--- src/design/host_port_mode_select_regs.svh ---
`ifndef HOST_PORT_MODE_SELECT_REGS_SVH
`define HOST_PORT_MODE_SELECT_REGS_SVH

// ****************************************************************
// Register byte offsets
// ****************************************************************
`define HPMS_STATUS_OFF 12'h000
`define HPMS_ENABLE_OFF 12'h004
`define HPMS_CLEAR_OFF 12'h008
`define HPMS_CTRL_OFF 12'h00C
`define HPMS_PINS_OFF 12'h010

// ****************************************************************
// Fields and reset values
// ****************************************************************
`define HPMS_CTRL_TXMODE_LSB 0
`define HPMS_PINS_SEL_LSB 0
`define HPMS_PINS_TST_BIT 2
`define HPMS_PINS_BIT7_BIT 3
`define HPMS_PINS_JACK_BIT 4
`define HPMS_PINS_TXM_LSB 5
`define HPMS_ENABLE_RST 32'h0000_0000
`define HPMS_CTRL_RST 2'h0

`endif

--- src/design/host_port_mode_select_pkg.sv ---
package host_port_mode_select_pkg;

	typedef enum logic [1:0] {
		MODE_MUX = 2'h0,
		MODE_NONMUX = 2'h1,
		MODE_SERIAL = 2'h2,
		MODE_HW = 2'h3
	} bus_mode_t;

	// Pins sampled from outside the clock domain
	typedef struct packed {
		logic [1:0] busIfaceSelect;
		logic tristateResetPin;
		logic txModeSelect1;
		logic txModeSelect2;
		logic bit7;
		logic jitterClkSelect0;
		logic addrLatch;
	} pin_in_t;

	typedef struct packed {
		logic rxTermDisable;
		logic [1:0] txMode;
		logic jitterClkSelect0;
		logic tristateAll;
	} cfg_out_t;

endpackage

--- src/design/host_port_mode_select.sv ---
// Chosen here: the register offsets and the APB register port.
`timescale 1ns/1ps
`default_nettype none
`include "host_port_mode_select_regs.svh"

module host_port_mode_select
	import host_port_mode_select_pkg::*;
#(
	parameter int EVENT_W = 8
) (
	input wire logic core_clk, // 100 MHz clock
	input wire logic reset, // Sync reset, active high
	input wire logic psel, // APB select
	input wire logic penable, // APB enable
	input wire logic pwrite, // APB direction
	input wire logic [11:0] paddr, // APB byte address
	input wire logic [31:0] pwdata, // APB write data
	output logic [31:0] prdata, // APB read data
	output logic pready, // APB ready
	output logic pslverr, // APB error
	input wire pin_in_t pinIn, // Raw pin levels
	output logic bit7Out, // Bit-7 pin drive value
	output logic bit7OeN, // Bit-7 pin enable, low drives
	output logic intOut, // Interrupt pin drive value
	output logic intOeN, // Interrupt pin enable, low drives
	input wire logic coreData7Out, // Core data bit 7 to pin
	input wire logic coreData7Drive, // Core wants to drive bit 7
	output logic coreData7In, // Bit 7 from data phase
	output logic coreAddr7, // Latched address bit 7
	input wire logic [EVENT_W-1:0] eventIn, // Event pulses
	output cfg_out_t cfgOut, // Mode and config levels
	output logic regReset, // Register set reset pulse
	output logic irq // Internal interrupt level
);

	// Status, enable and read data share one 32-bit word
	if (EVENT_W < 1 || EVENT_W > 32) begin : g_badWidth
		$error("EVENT_W must be 1 to 32");
	end

	// ****************************************************************
	// Pin synchronisers
	// ****************************************************************
	pin_in_t meta_q;
	pin_in_t sync_q;
	logic tstPrev_q;

	always_ff @(posedge core_clk) begin
		if (reset) begin
			meta_q <= '0;
			sync_q <= '0;
			tstPrev_q <= 1'b0;
		end else begin
			meta_q <= pinIn;
			sync_q <= meta_q;
			tstPrev_q <= sync_q.tristateResetPin;
		end
	end

	bus_mode_t mode;
	logic tristate;
	logic hwMode;

	always_comb begin
		mode = bus_mode_t'(sync_q.busIfaceSelect);
		hwMode = (mode == MODE_HW);
		tristate = sync_q.tristateResetPin;
		regReset = sync_q.tristateResetPin & ~tstPrev_q;
	end

	// ****************************************************************
	// Registers
	// ****************************************************************
	logic [EVENT_W-1:0] status_q, status_d;
	logic [EVENT_W-1:0] enable_q, enable_d;
	logic [1:0] ctrl_q, ctrl_d;
	logic [31:0] prdata_q, prdata_d;
	logic ready_q, ready_d;
	logic err_q, err_d;
	logic [EVENT_W-1:0] clearMask;
	logic access;
	logic hit;
	logic [31:0] rdVal;

	always_comb begin
		access = psel & penable & ~ready_q;
		hit = 1'b1;
		rdVal = 32'h0000_0000;
		unique case (paddr)
			`HPMS_STATUS_OFF: rdVal[EVENT_W-1:0] = status_q;
			`HPMS_ENABLE_OFF: rdVal[EVENT_W-1:0] = enable_q;
			`HPMS_CLEAR_OFF: rdVal = 32'h0000_0000;
			`HPMS_CTRL_OFF: rdVal[`HPMS_CTRL_TXMODE_LSB +: 2] = ctrl_q;
			`HPMS_PINS_OFF: begin
				rdVal[`HPMS_PINS_SEL_LSB +: 2] = sync_q.busIfaceSelect;
				rdVal[`HPMS_PINS_TST_BIT] = sync_q.tristateResetPin;
				rdVal[`HPMS_PINS_BIT7_BIT] = sync_q.bit7;
				rdVal[`HPMS_PINS_JACK_BIT] = sync_q.jitterClkSelect0;
				rdVal[`HPMS_PINS_TXM_LSB +: 2] = cfgOut.txMode;
			end
			default: hit = 1'b0;
		endcase
		ready_d = access;
		err_d = access & ~hit;
		prdata_d = prdata_q;
		if (access && !pwrite) begin
			prdata_d = hit ? rdVal : 32'h0000_0000;
		end
		clearMask = '0;
		enable_d = enable_q;
		ctrl_d = ctrl_q;
		if (access && pwrite) begin
			unique case (paddr)
				`HPMS_ENABLE_OFF: enable_d = pwdata[EVENT_W-1:0];
				`HPMS_CLEAR_OFF: clearMask = pwdata[EVENT_W-1:0];
				`HPMS_CTRL_OFF: ctrl_d = pwdata[`HPMS_CTRL_TXMODE_LSB +: 2];
				default: ;
			endcase
		end
		// A new event beats a clear in the same cycle
		status_d = (status_q & ~clearMask) | eventIn;
		if (regReset) begin
			status_d = '0;
			enable_d = EVENT_W'(`HPMS_ENABLE_RST);
			ctrl_d = `HPMS_CTRL_RST;
		end
	end

	always_ff @(posedge core_clk) begin
		if (reset) begin
			status_q <= '0;
			enable_q <= EVENT_W'(`HPMS_ENABLE_RST);
			ctrl_q <= `HPMS_CTRL_RST;
			prdata_q <= 32'h0000_0000;
			ready_q <= 1'b0;
			err_q <= 1'b0;
		end else begin
			status_q <= status_d;
			enable_q <= enable_d;
			ctrl_q <= ctrl_d;
			prdata_q <= prdata_d;
			ready_q <= ready_d;
			err_q <= err_d;
		end
	end

	assign prdata = prdata_q;
	assign pready = ready_q;
	assign pslverr = err_q;

	// ****************************************************************
	// Multiplexed address capture
	// ****************************************************************
	// Address bit is taken while the latch strobe is high in mode 00
	logic addr7_q, addr7_d;
	logic data7_q, data7_d;

	always_comb begin
		addr7_d = addr7_q;
		data7_d = data7_q;
		if (mode == MODE_MUX && sync_q.addrLatch) begin
			addr7_d = sync_q.bit7;
		end else if (mode == MODE_MUX || mode == MODE_NONMUX) begin
			data7_d = sync_q.bit7;
		end
	end

	always_ff @(posedge core_clk) begin
		if (reset) begin
			addr7_q <= 1'b0;
			data7_q <= 1'b0;
		end else begin
			addr7_q <= addr7_d;
			data7_q <= data7_d;
		end
	end

	assign coreAddr7 = addr7_q;
	assign coreData7In = data7_q;

	// ****************************************************************
	// Pin drivers and configuration outputs
	// ****************************************************************
	// Hardware-mode straps are trusted to be static; only synced copies
	// reach logic, so a strap change takes two cycles to be seen.
	always_comb begin
		irq = |(status_q & enable_q);
		bit7Out = coreData7Out;
		bit7OeN = 1'b1;
		// Only the muxed bus uses the strobe; mode 01 ignores it
		if (!tristate && coreData7Drive && (mode == MODE_NONMUX
				|| (mode == MODE_MUX && !sync_q.addrLatch))) begin
			bit7OeN = 1'b0;
		end
		intOut = 1'b0;
		intOeN = ~(irq & ~hwMode & ~tristate);
		cfgOut.rxTermDisable = hwMode & sync_q.bit7;
		cfgOut.txMode = hwMode ?
			{sync_q.txModeSelect2, sync_q.txModeSelect1} : ctrl_q;
		// Host must strap this high for T1 with E1-family master clocks
		cfgOut.jitterClkSelect0 = hwMode & sync_q.jitterClkSelect0;
		cfgOut.tristateAll = tristate;
	end

	// ****************************************************************
	// Assertions
	// ****************************************************************
	property p_modeDecode;
		@(posedge core_clk) disable iff (reset)
		(sync_q.busIfaceSelect == 2'h3) |-> hwMode;
	endproperty
	a_modeDecode: assert property (p_modeDecode)
		else $error("select 11 not decoded as hardware mode");

	property p_nonmuxDrive;
		@(posedge core_clk) disable iff (reset)
		(mode == MODE_NONMUX && coreData7Drive && !tristate)
			|-> (!bit7OeN && bit7Out == coreData7Out);
	endproperty
	a_nonmuxDrive: assert property (p_nonmuxDrive)
		else $error("bit 7 not driven in nonmultiplexed mode");

	property p_muxAddr;
		@(posedge core_clk) disable iff (reset)
		(mode == MODE_MUX && sync_q.addrLatch)
			|=> (coreAddr7 == $past(sync_q.bit7));
	endproperty
	a_muxAddr: assert property (p_muxAddr)
		else $error("address bit 7 not captured");

	property p_rxTerm;
		@(posedge core_clk) disable iff (reset)
		cfgOut.rxTermDisable == (hwMode && sync_q.bit7 && bit7OeN);
	endproperty
	a_rxTerm: assert property (p_rxTerm)
		else $error("receive termination disable wrong");

	property p_txMode;
		@(posedge core_clk) disable iff (reset)
		hwMode |-> cfgOut.txMode ==
			{sync_q.txModeSelect2, sync_q.txModeSelect1};
	endproperty
	a_txMode: assert property (p_txMode)
		else $error("transmit mode not from pins in hardware mode");

	property p_regReset;
		@(posedge core_clk) disable iff (reset)
		$rose(sync_q.tristateResetPin)
			|=> (enable_q == '0 && ctrl_q == 2'h0 && !irq);
	endproperty
	a_regReset: assert property (p_regReset)
		else $error("registers not reset on tristate pin rise");

	property p_tristate;
		@(posedge core_clk) disable iff (reset)
		tristate |-> (bit7OeN && intOeN);
	endproperty
	a_tristate: assert property (p_tristate)
		else $error("pin driven while tristate pin high");

	property p_intPull;
		@(posedge core_clk) disable iff (reset)
		(irq && !hwMode && !tristate) |-> (!intOeN && !intOut);
	endproperty
	a_intPull: assert property (p_intPull)
		else $error("interrupt pin not pulled low");

	property p_jackInput;
		@(posedge core_clk) disable iff (reset)
		hwMode |-> (intOeN &&
			cfgOut.jitterClkSelect0 == sync_q.jitterClkSelect0);
	endproperty
	a_jackInput: assert property (p_jackInput)
		else $error("interrupt pin not an input in hardware mode");

	property p_apbAnswer;
		@(posedge core_clk) disable iff (reset)
		(psel && penable && !pready) |=> pready ##1 !pready;
	endproperty
	a_apbAnswer: assert property (p_apbAnswer)
		else $error("APB answer not one cycle after access");

	property p_eventWins;
		@(posedge core_clk) disable iff (reset)
		(eventIn != '0 && !regReset)
			|=> ((status_q & $past(eventIn)) == $past(eventIn));
	endproperty
	a_eventWins: assert property (p_eventWins)
		else $error("event lost against a clear");

	property p_clearWorks;
		@(posedge core_clk) disable iff (reset)
		(psel && penable && !pready && pwrite
			&& paddr == `HPMS_CLEAR_OFF)
			|=> ((status_q & $past(pwdata[EVENT_W-1:0])
				& ~$past(eventIn)) == '0);
	endproperty
	a_clearWorks: assert property (p_clearWorks)
		else $error("status bit not cleared by clear write");

	property p_regResetPulse;
		@(posedge core_clk) disable iff (reset)
		regReset |=> !regReset;
	endproperty
	a_regResetPulse: assert property (p_regResetPulse)
		else $error("register reset pulse longer than one cycle");

	property p_busRelease;
		@(posedge core_clk) disable iff (reset)
		(mode == MODE_SERIAL || hwMode) |-> bit7OeN;
	endproperty
	a_busRelease: assert property (p_busRelease)
		else $error("bit 7 driven outside parallel modes");

endmodule
`default_nettype wire

--- config.mk ---
export PLATFORM = sky130hd
export DESIGN_NAME = host_port_mode_select
export DESIGN_NICKNAME = d
export VERILOG_FILES = /design/src/design/host_port_mode_select_pkg.sv /design/src/design/host_port_mode_select.sv
export VERILOG_INCLUDE_DIRS = /design/src /design/src/design
export SDC_FILE = /design/constraint.sdc
export NUM_CORES = 1
export LEC_CHECK = 0
export ABC_AREA = 0
export BUFFER_PORTS_ARGS = -buffer_cell sky130_fd_sc_hd__buf_2
export CAP_MARGIN = 5
export CORE_ASPECT_RATIO = 1.25
export CORE_MARGIN = 2
export CORE_UTILIZATION = 41
export DETAILED_ROUTE_END_ITERATION = 10
export GPL_ROUTABILITY_DRIVEN = 0
export PLACE_DENSITY = 0.8
export SYNTH_ARGS = -nofsm -noshare
export SYNTH_HDL_FRONTEND = slang
export SYNTH_SLANG_ARGS = --single-unit
--- constraint.sdc ---
create_clock -name core_clk -period 1.5 [get_ports core_clk]
set_input_delay 0.075 -clock core_clk [delete_from_list [all_inputs] [get_ports core_clk]]
set_output_delay 0.075 -clock core_clk [all_outputs]
set_load 0.005 [all_outputs]
=== Word level (Yosys, flattened, before mapping) ===
Index checks and enable logic that the tools add are counted.

* Flip-flop bits (word level): 71
* Input port bits: 67
* Output and inout port bits: 47
* Word-level logic and storage cells: 76

* Eq/ne operators: 6
* Muxes and demuxes: 9
* Bitwise logic cells: 19
* Reduce and logical (&&, ||, !) cells: 19

{| class="wikitable"
|+ Operators by type and width
! cell !! number
|-
| equality test 12 x 4 -> 1 bit (second input constant) || 2
|-
| two-way mux 8 bit || 3
|-
| bitwise AND 8 bit || 2
|-
| one-hot mux 5 bit (3 select lines) || 1
|-
| equality test 12 x 3 -> 1 bit (second input constant) || 1
|-
| equality test 12 x 5 -> 1 bit (second input constant) || 1
|-
| logical NOT 12 bit || 1
|-
| bitwise AND 1 bit || 8
|-
| NOT 8 bit || 1
|-
| OR 8 bit || 1
|-
| one-hot mux 2 bit (4 select lines) || 1
|-
| OR reduction 8 bit || 1
|-
| NOT 1 bit || 7
|-
| logical AND 1 bit || 6
|-
| AND reduction 2 bit || 3
|-
| OR reduction 5 bit || 1
|-
| logical NOT 1 bit || 3
|-
| equality test 2 x 1 -> 1 bit (second input constant) || 1
|-
| equality test 2 bit (second input constant) || 1
|-
| logical NOT 2 bit || 1
|-
| logical OR 1 bit || 2
|-
| two-way mux 1 bit || 2
|-
| two-way mux 2 bit || 1
|-
| one-hot mux 1 bit (2 select lines) || 1
|-
| OR reduction 2 bit || 1
|}

=== Logic depth before layout (Yosys ltp) ===
Gate-level depths: netlist (run 1).

* Depth after elaboration: 7
* Gate-level depth with buffers: 5

=== Worst setup path after synthesis (run 1) ===
Ideal clock, no wire load.

* Path kind: input -> register
* From: in paddr[9]
* To: reg ctrl_q[0]
* Arrival time: 1.349 ns
* Setup slack: 0.018 ns
* Stages: 5
* Path buffers: 1
* Cell sequence: or4_1 -> buf_2 -> or4_4 -> o21ai_1 -> a21oi_1

* Word-level cells in the longest chain between the ends: 2

{| class="wikitable"
|+ RTL lines
! item !! RTL line !! RTL
|-
| start: declaration || host_port_mode_select.sv:16 || <nowiki>input wire logic [11:0] paddr,</nowiki>
|-
| equality test 12 x 4 -> 1 bit || host_port_mode_select.sv:113 || <nowiki>unique case (paddr)</nowiki>
|-
| AND reduction 2 bit (no source line) || - ||
|-
| end signal: assignment || host_port_mode_select.sv:133 || <nowiki>ctrl_q <= `HPMS_CTRL_RST;</nowiki>
|-
| end signal: assignment || host_port_mode_select.sv:140 || <nowiki>ctrl_q <= ctrl_d;</nowiki>
|-
| end: declaration || host_port_mode_select.sv:76 || <nowiki>logic [1:0] ctrl_q, ctrl_d;</nowiki>
|}

No other way between the ends.
A chain may end at the register's enable or synchronous reset.

=== Worst setup path after layout (run 1) ===
* From: reg ready_q, in the netlist pready
* To: reg prdata_q[0], in the netlist prdata[0]

* Word-level cells in the longest chain between the ends: 3

{| class="wikitable"
|+ RTL lines
! item !! RTL line !! RTL
|-
| start: declaration || host_port_mode_select.sv:78 || <nowiki>logic ready_q, ready_d;</nowiki>
|-
| start signal: assignment || host_port_mode_select.sv:142 || <nowiki>ready_q <= ready_d;</nowiki>
|-
| NOT 1 bit || host_port_mode_select.sv:86 || <nowiki>access = psel & penable & ~ready_q;</nowiki>
|-
| bitwise AND 1 bit || host_port_mode_select.sv:86 ||
|-
| logical AND 1 bit || host_port_mode_select.sv:106 || <nowiki>if (access && !pwrite) begin</nowiki>
|-
| end signal: assignment || host_port_mode_select.sv:141 || <nowiki>prdata_q <= prdata_d;</nowiki>
|-
| end: declaration || host_port_mode_select.sv:77 || <nowiki>logic [31:0] prdata_q, prdata_d;</nowiki>
|}

No other way between the ends.

==> out/metrics.cfg, run 1 <==
[worst_setup_path]
worst-path-max-fanout = 5
start_kind = register
crit_required_ns = 1.75
path_cells = and4bb_1 > nand4_1 > or4_4 > o21ai_2
worst-setup-path-type = reg2reg
cp_slowest_cell = or4_4
rrSetupSlack_ns = 0.01
cp-end-kind = register
critPathArrivalTime_ns = 1.73
slowest_delay_ns = 0.52

[pwr]
power.share.sequential = 0.516
pwr-share-clk = 0.374
combPwrFrac = 0.110
internal_power_mw = 1.94
ir_drop_uv = 753
p_per_area_nw_per_um2 = 882
power_switching_uw = 606
swShare = 0.238
p_leak_nw = 1.27

[placement]
io_buffers = 62
dp_hpwl_um = 4090
pre_cts_ws_ns = -0.0753

[global_route]
grt_pass1_wl_um = 8710
grt_max_degree = 25
grt_overflow = 0
grt_pass1_vias = 1928
antenna_found_initial = 0
grt_usage = 0.185

[yosys]
synth-async-reset-ratio = 0
yosys_register_bits = 47
synthCells = 244
synth-edff-count = 0
postSynthAreaPerCell_um2 = 9.05
netlist_area_um2 = 2210
yosys.cell_types.count = 40
ys_warn_count = 0
yosysSeqAreaShare = 0.426
synth_flop_cell = dfxtp_1

[layout]
nets = 403
antenna_cells = 0
synthToLayoutAreaGrowth_pct = 30.5
most-common-layout-cells = buf_2 (62), dfxtp_1 (46), conb_1 (25)
layout_commonest_cell = buf_2
layout-drive-gt1-share = 0.318
fillers = 499
multiInputGateArea_um2 = 1090
seq_area_um2 = 942

[sta]
slew_violations = 0
finalHoldViolCount = 0
fmax_mhz = 673
fin_crit_sh = 0.991
finalSetupViolCount = 0
fin_skew_ns = 0.00489
fin_ws_ns = 0.0132
rsz0062_at_grt = true
fin_setup_tns_ns = 0
min_period_ns = 1.49

[route]
via_count = 2080
dr_wl_met3_um = 323
drc = 0
top_layer = met4
first_pass_iters = 4
wl_met1_um = 2210
wl_met2_um = 2770
ant_nets = 0
routed_wl_um = 5480
wl_per_cell_um = 13.7
drtIter0Drc = 125
vias_per_cell = 5.21

[floorplanning]
std_cell_rows = 29
ios = 114
dieArea_um2 = 5990
core-area_um2 = 5150
die_h_um = 86.1
dieWidth_um = 69.6
initial_core_util = 0.429

[job]
cap_violations = 0

[clock_network]
htree_levels = 2
worstSkewPairLatency_ns = 0.31
cts_tree = built
postCtsSetupBuffers = 0
clk_pin_slew_worst_paths_ns = 0.09
clockBufferDepth = 2
cts_sinks = 47
cts_inserted_buffers = 5
cts_root_buffer = clkbuf_8

[outcome]
status = complete, no violations

[min_path]
hold_path.class = in2reg

[worst max-delay path: cells and delay by family (launching register included)]
family	cells	cell delay (ns)
AOI/OAI and AO/OA	1	0.14
DFF	1	0.35
and+or+nand+nor	3	0.94
[final timing paths]
path,start,end,cells past startpoint
max,pready,prdata[0],4
min reg2reg,meta_q[0],sync_q[0],1
max reg2reg,pready,prdata[0],4
min,pwdata[0],status_q[0],2
[per-layer routing]
metal / global-route usage / up-vias
li1: - / 1019
met1: 0.206 / 970
met2: 0.331 / 79
met3: 0.0423 / 12
met4: 0.0962 / 0
met5: 0 / -
[cell usage after synthesis, types with 2 or more instances]
cell type / instances / share of area
a21oi_1: 13 / 0.029
a22oi_1: 8 / 0.027
a32o_1: 2 / 0.0091
a41oi_1: 8 / 0.032
and3_1: 4 / 0.011
buf_2: 2 / 0.0045
buf_4: 27 / 0.092
clkbuf_1: 6 / 0.010
dfxtp_1: 47 / 0.43
inv_1: 10 / 0.017
mux2_2: 9 / 0.046
mux2i_1: 3 / 0.014
nand2_1: 9 / 0.015
nand3_1: 13 / 0.029
nand3b_1: 3 / 0.010
nand4_1: 3 / 0.0085
nor2_1: 6 / 0.010
nor2b_1: 19 / 0.054
nor3_1: 3 / 0.0068
nor3b_1: 2 / 0.0068
nor4_1: 4 / 0.011
o21ai_0: 20 / 0.045
o21ai_1: 5 / 0.011
or4_1: 2 / 0.0068
[layout make-up]
type / instances / share of cell area
multi-input cells: 175 / 0.378
clock buffers: 5 / 0.0239
repair buffers: 97 / 0.215
clock inverters: 3 / 0.0165
inverters: 10 / 0.0130
flip-flops and latches: 47 / 0.327
well taps: 62 / 0.0269
[logic make-up (layout without fill, tap and decap cells)]
logic type             after synthesis  after routing  synth area share
buffers and inverters               46            115             0.125
other                                1             25           0.00170
muxes                               12             12            0.0595
DFF                                 47             47             0.426
and+or+nand+nor                     77             77             0.214
AOI/OAI and AO/OA                   61             61             0.173
[through the flow]
stage / utilization / hold WS (ns) / cell area [um^2] / cells / total power [mW]
final: 0.559 / 0.00538 / 2880 / 399 / 2.54
after global placement: 0.508 / 0.150 / 2620 / 377 / 1.58
after CTS: 0.558 / 0.00464 / 2870 / 399 / 2.55
after floorplan: - / 0.147 / 2300 / 268 / 1.51
after detailed placement: 0.508 / 0.150 / 2620 / 377 / 1.59
after global routing: 0.559 / 0.0242 / 2880 / 399 / 2.64
[state kept, by name, summed over array words and instances (netlist names), 2 cells and up]
signal    flops
enable_q      8
sync_q        5
meta_q        8
mode          2
ctrl_q        2
prdata        8
status_q      8
[power by group through the flow]
stage / logic, mW / clock network [mW] / registers, mW
after global routing: 0.311 / 1.02 / 1.32
after floorplan: 0.173 / 0 / 1.33
final: 0.281 / 0.951 / 1.31
after detailed placement: 0.250 / 0 / 1.34
after CTS: 0.279 / 0.961 / 1.31
after global placement: 0.245 / 0 / 1.34
[what timing repair did]
action,in CTS,in global routing
setup endpoints to repair,0,2
gates resized for setup,0,3
endpoints found under the hold margin,14,0
hold buffers,14,0
No activity file was read; power rests on OpenSTA's default activity.
==> run 2, diff against run 1 <==
Settings changed: CORE_UTILIZATION 41 to 40, PLACE_DENSITY 0.8 to 0.79.
==> out/metrics.cfg, run 2 (synthesized netlist as in run 1, its figures left out) <==
[clock_network]
htree_levels = 2
worstSkewPairLatency_ns = 0.31
cts_root_buffer = clkbuf_8
cts_inserted_buffers = 5
clk_pin_slew_worst_paths_ns = 0.09
cts_sinks = 47
cts_tree = built
clockBufferDepth = 2

[sta]
slew_violations = 0
fin_hold_ws_ns = 0.0105
finalSetupViolCount = 0
finalHoldViolCount = 0
rsz0062_at_grt = true
fin_skew_ns = 0.0116
fin_crit_sh = 0.962
fmax_mhz = 693
min_period_ns = 1.44

[layout]
fin_util = 0.534
antenna_cells = 0
synthToLayoutAreaGrowth_pct = 29.7
layout_commonest_cell = buf_2
most-common-layout-cells = buf_2 (62), dfxtp_1 (46), conb_1 (25)
nets = 402
layout-drive-gt1-share = 0.318

[worst_setup_path]
worstRegToRegCells = 4
crit_required_ns = 1.75
critPathArrivalTime_ns = 1.69
worst-setup-path-type = reg2reg
start_kind = register
worst-path-max-fanout = 5
cp-end-kind = register

[floorplanning]
dieArea_um2 = 6140
ios = 114
die_h_um = 87.1
dieWidth_um = 70.5
std_cell_rows = 30
core-area_um2 = 5370
initial_core_util = 0.411

[route]
wl_per_cell_um = 14.0
drtIter0Drc = 143
vias_per_cell = 5.18
via_count = 2070
first_pass_iters = 4
ant_nets = 0
drc = 0
routed_wl_um = 5580

[global_route]
antenna_found_initial = 0
grt_pass1_vias = 1875
grt_overflow = 0
grt_usage = 0.181
grt_max_degree = 25
grt_pass1_wl_um = 8690

[pwr]
p_per_area_nw_per_um2 = 836
p_leak_nw = 1.26
ir_drop_uv = 519

[outcome]
status = complete, no violations

[placement]
io_buffers = 62
dp_hpwl_um = 4170

[min_path]
hold_path.class = in2reg
worst_hold_path.num_cells = 2

[job]
cap_violations = 0

-- run 2: cell count changes in the layout (fill, tap and decap cells not counted) --
cell	previous run	this run
buf_4	20	19
bufinv_16	1	0
o21ai_1	4	3
o21ai_2	1	2
clkinvlp_4	0	1
clkbuf_8	5	6
inv_6	1	0
-- run 2: worst max-delay path, stage by stage, from the launching register on --
cell and delay, ns:
dfxtp_2 0.35, and4bb_1 0.31, nand4_1 0.14, or4_4 0.47, o21ai_2 0.12
-- run 2: timing repair --
item,4_1_cts,5_1_grt
hold buffers,12,2
gates resized for setup,1,3
hold endpoints to repair,12,2
pin swaps,0,3
setup buffers,0,1
setup endpoints to repair,2,2
-- run 2: cell type report --
| cell class | instances | area, um^2 |
|---|---|---|
| clock inverters | 2 | 16.3 |
| clock buffers | 6 | 82.6 |
| fillers | 519 | 2500 |
| multi-input cells | 175 | 1090 |
| well taps | 64 | 80.1 |
| inverters | 10 | 37.5 |
| repair buffers | 96 | 613 |
| flip-flops and latches | 47 | 942 |
-- run 2: report_power, final --
group | internal [mW] | total, mW | switching [mW]
clock | 0.376 | 0.805 | 0.429
sequential | 1.29 | 1.31 | 0.0254
combinational | 0.140 | 0.277 | 0.136
-- run 2: worst paths after layout --
check,from,end,slack [ns]
hold reg to reg,meta_q[1],sync_q[1],0.43
hold / removal,pwdata[0],status_q[0],0.01
setup reg to reg,pready,prdata[0],0.06
setup / recovery,pready,prdata[0],0.06
-- run 2: routing by layer --
| metal | vias up | track usage | wire (um) |
|---|---|---|---|
| met2 | 74 | 0.343 | 2920 |
| li1 | 1019 | - | - |
| met4 | 0 | 0.0577 | 76 |
| met1 | 971 | 0.191 | 2200 |
| met3 | 6 | 0.0509 | 392 |
| met5 | - | 0 | 0 |
-- run 2: per-stage QoR --
stage	TNS, ns	power [mW]	worst slack [ns]	instances	area, um^2
after CTS	0	2.40	0.00293	397	2830
after global placement	-0.108	1.58	-0.0394	377	2610
after detailed placement	-0.192	1.59	-0.0936	377	2610
after floorplan	0	1.51	0.0183	268	2300
after global routing	-0.0147	2.51	-0.0147	400	2860
final	0	2.39	0.0571	400	2860
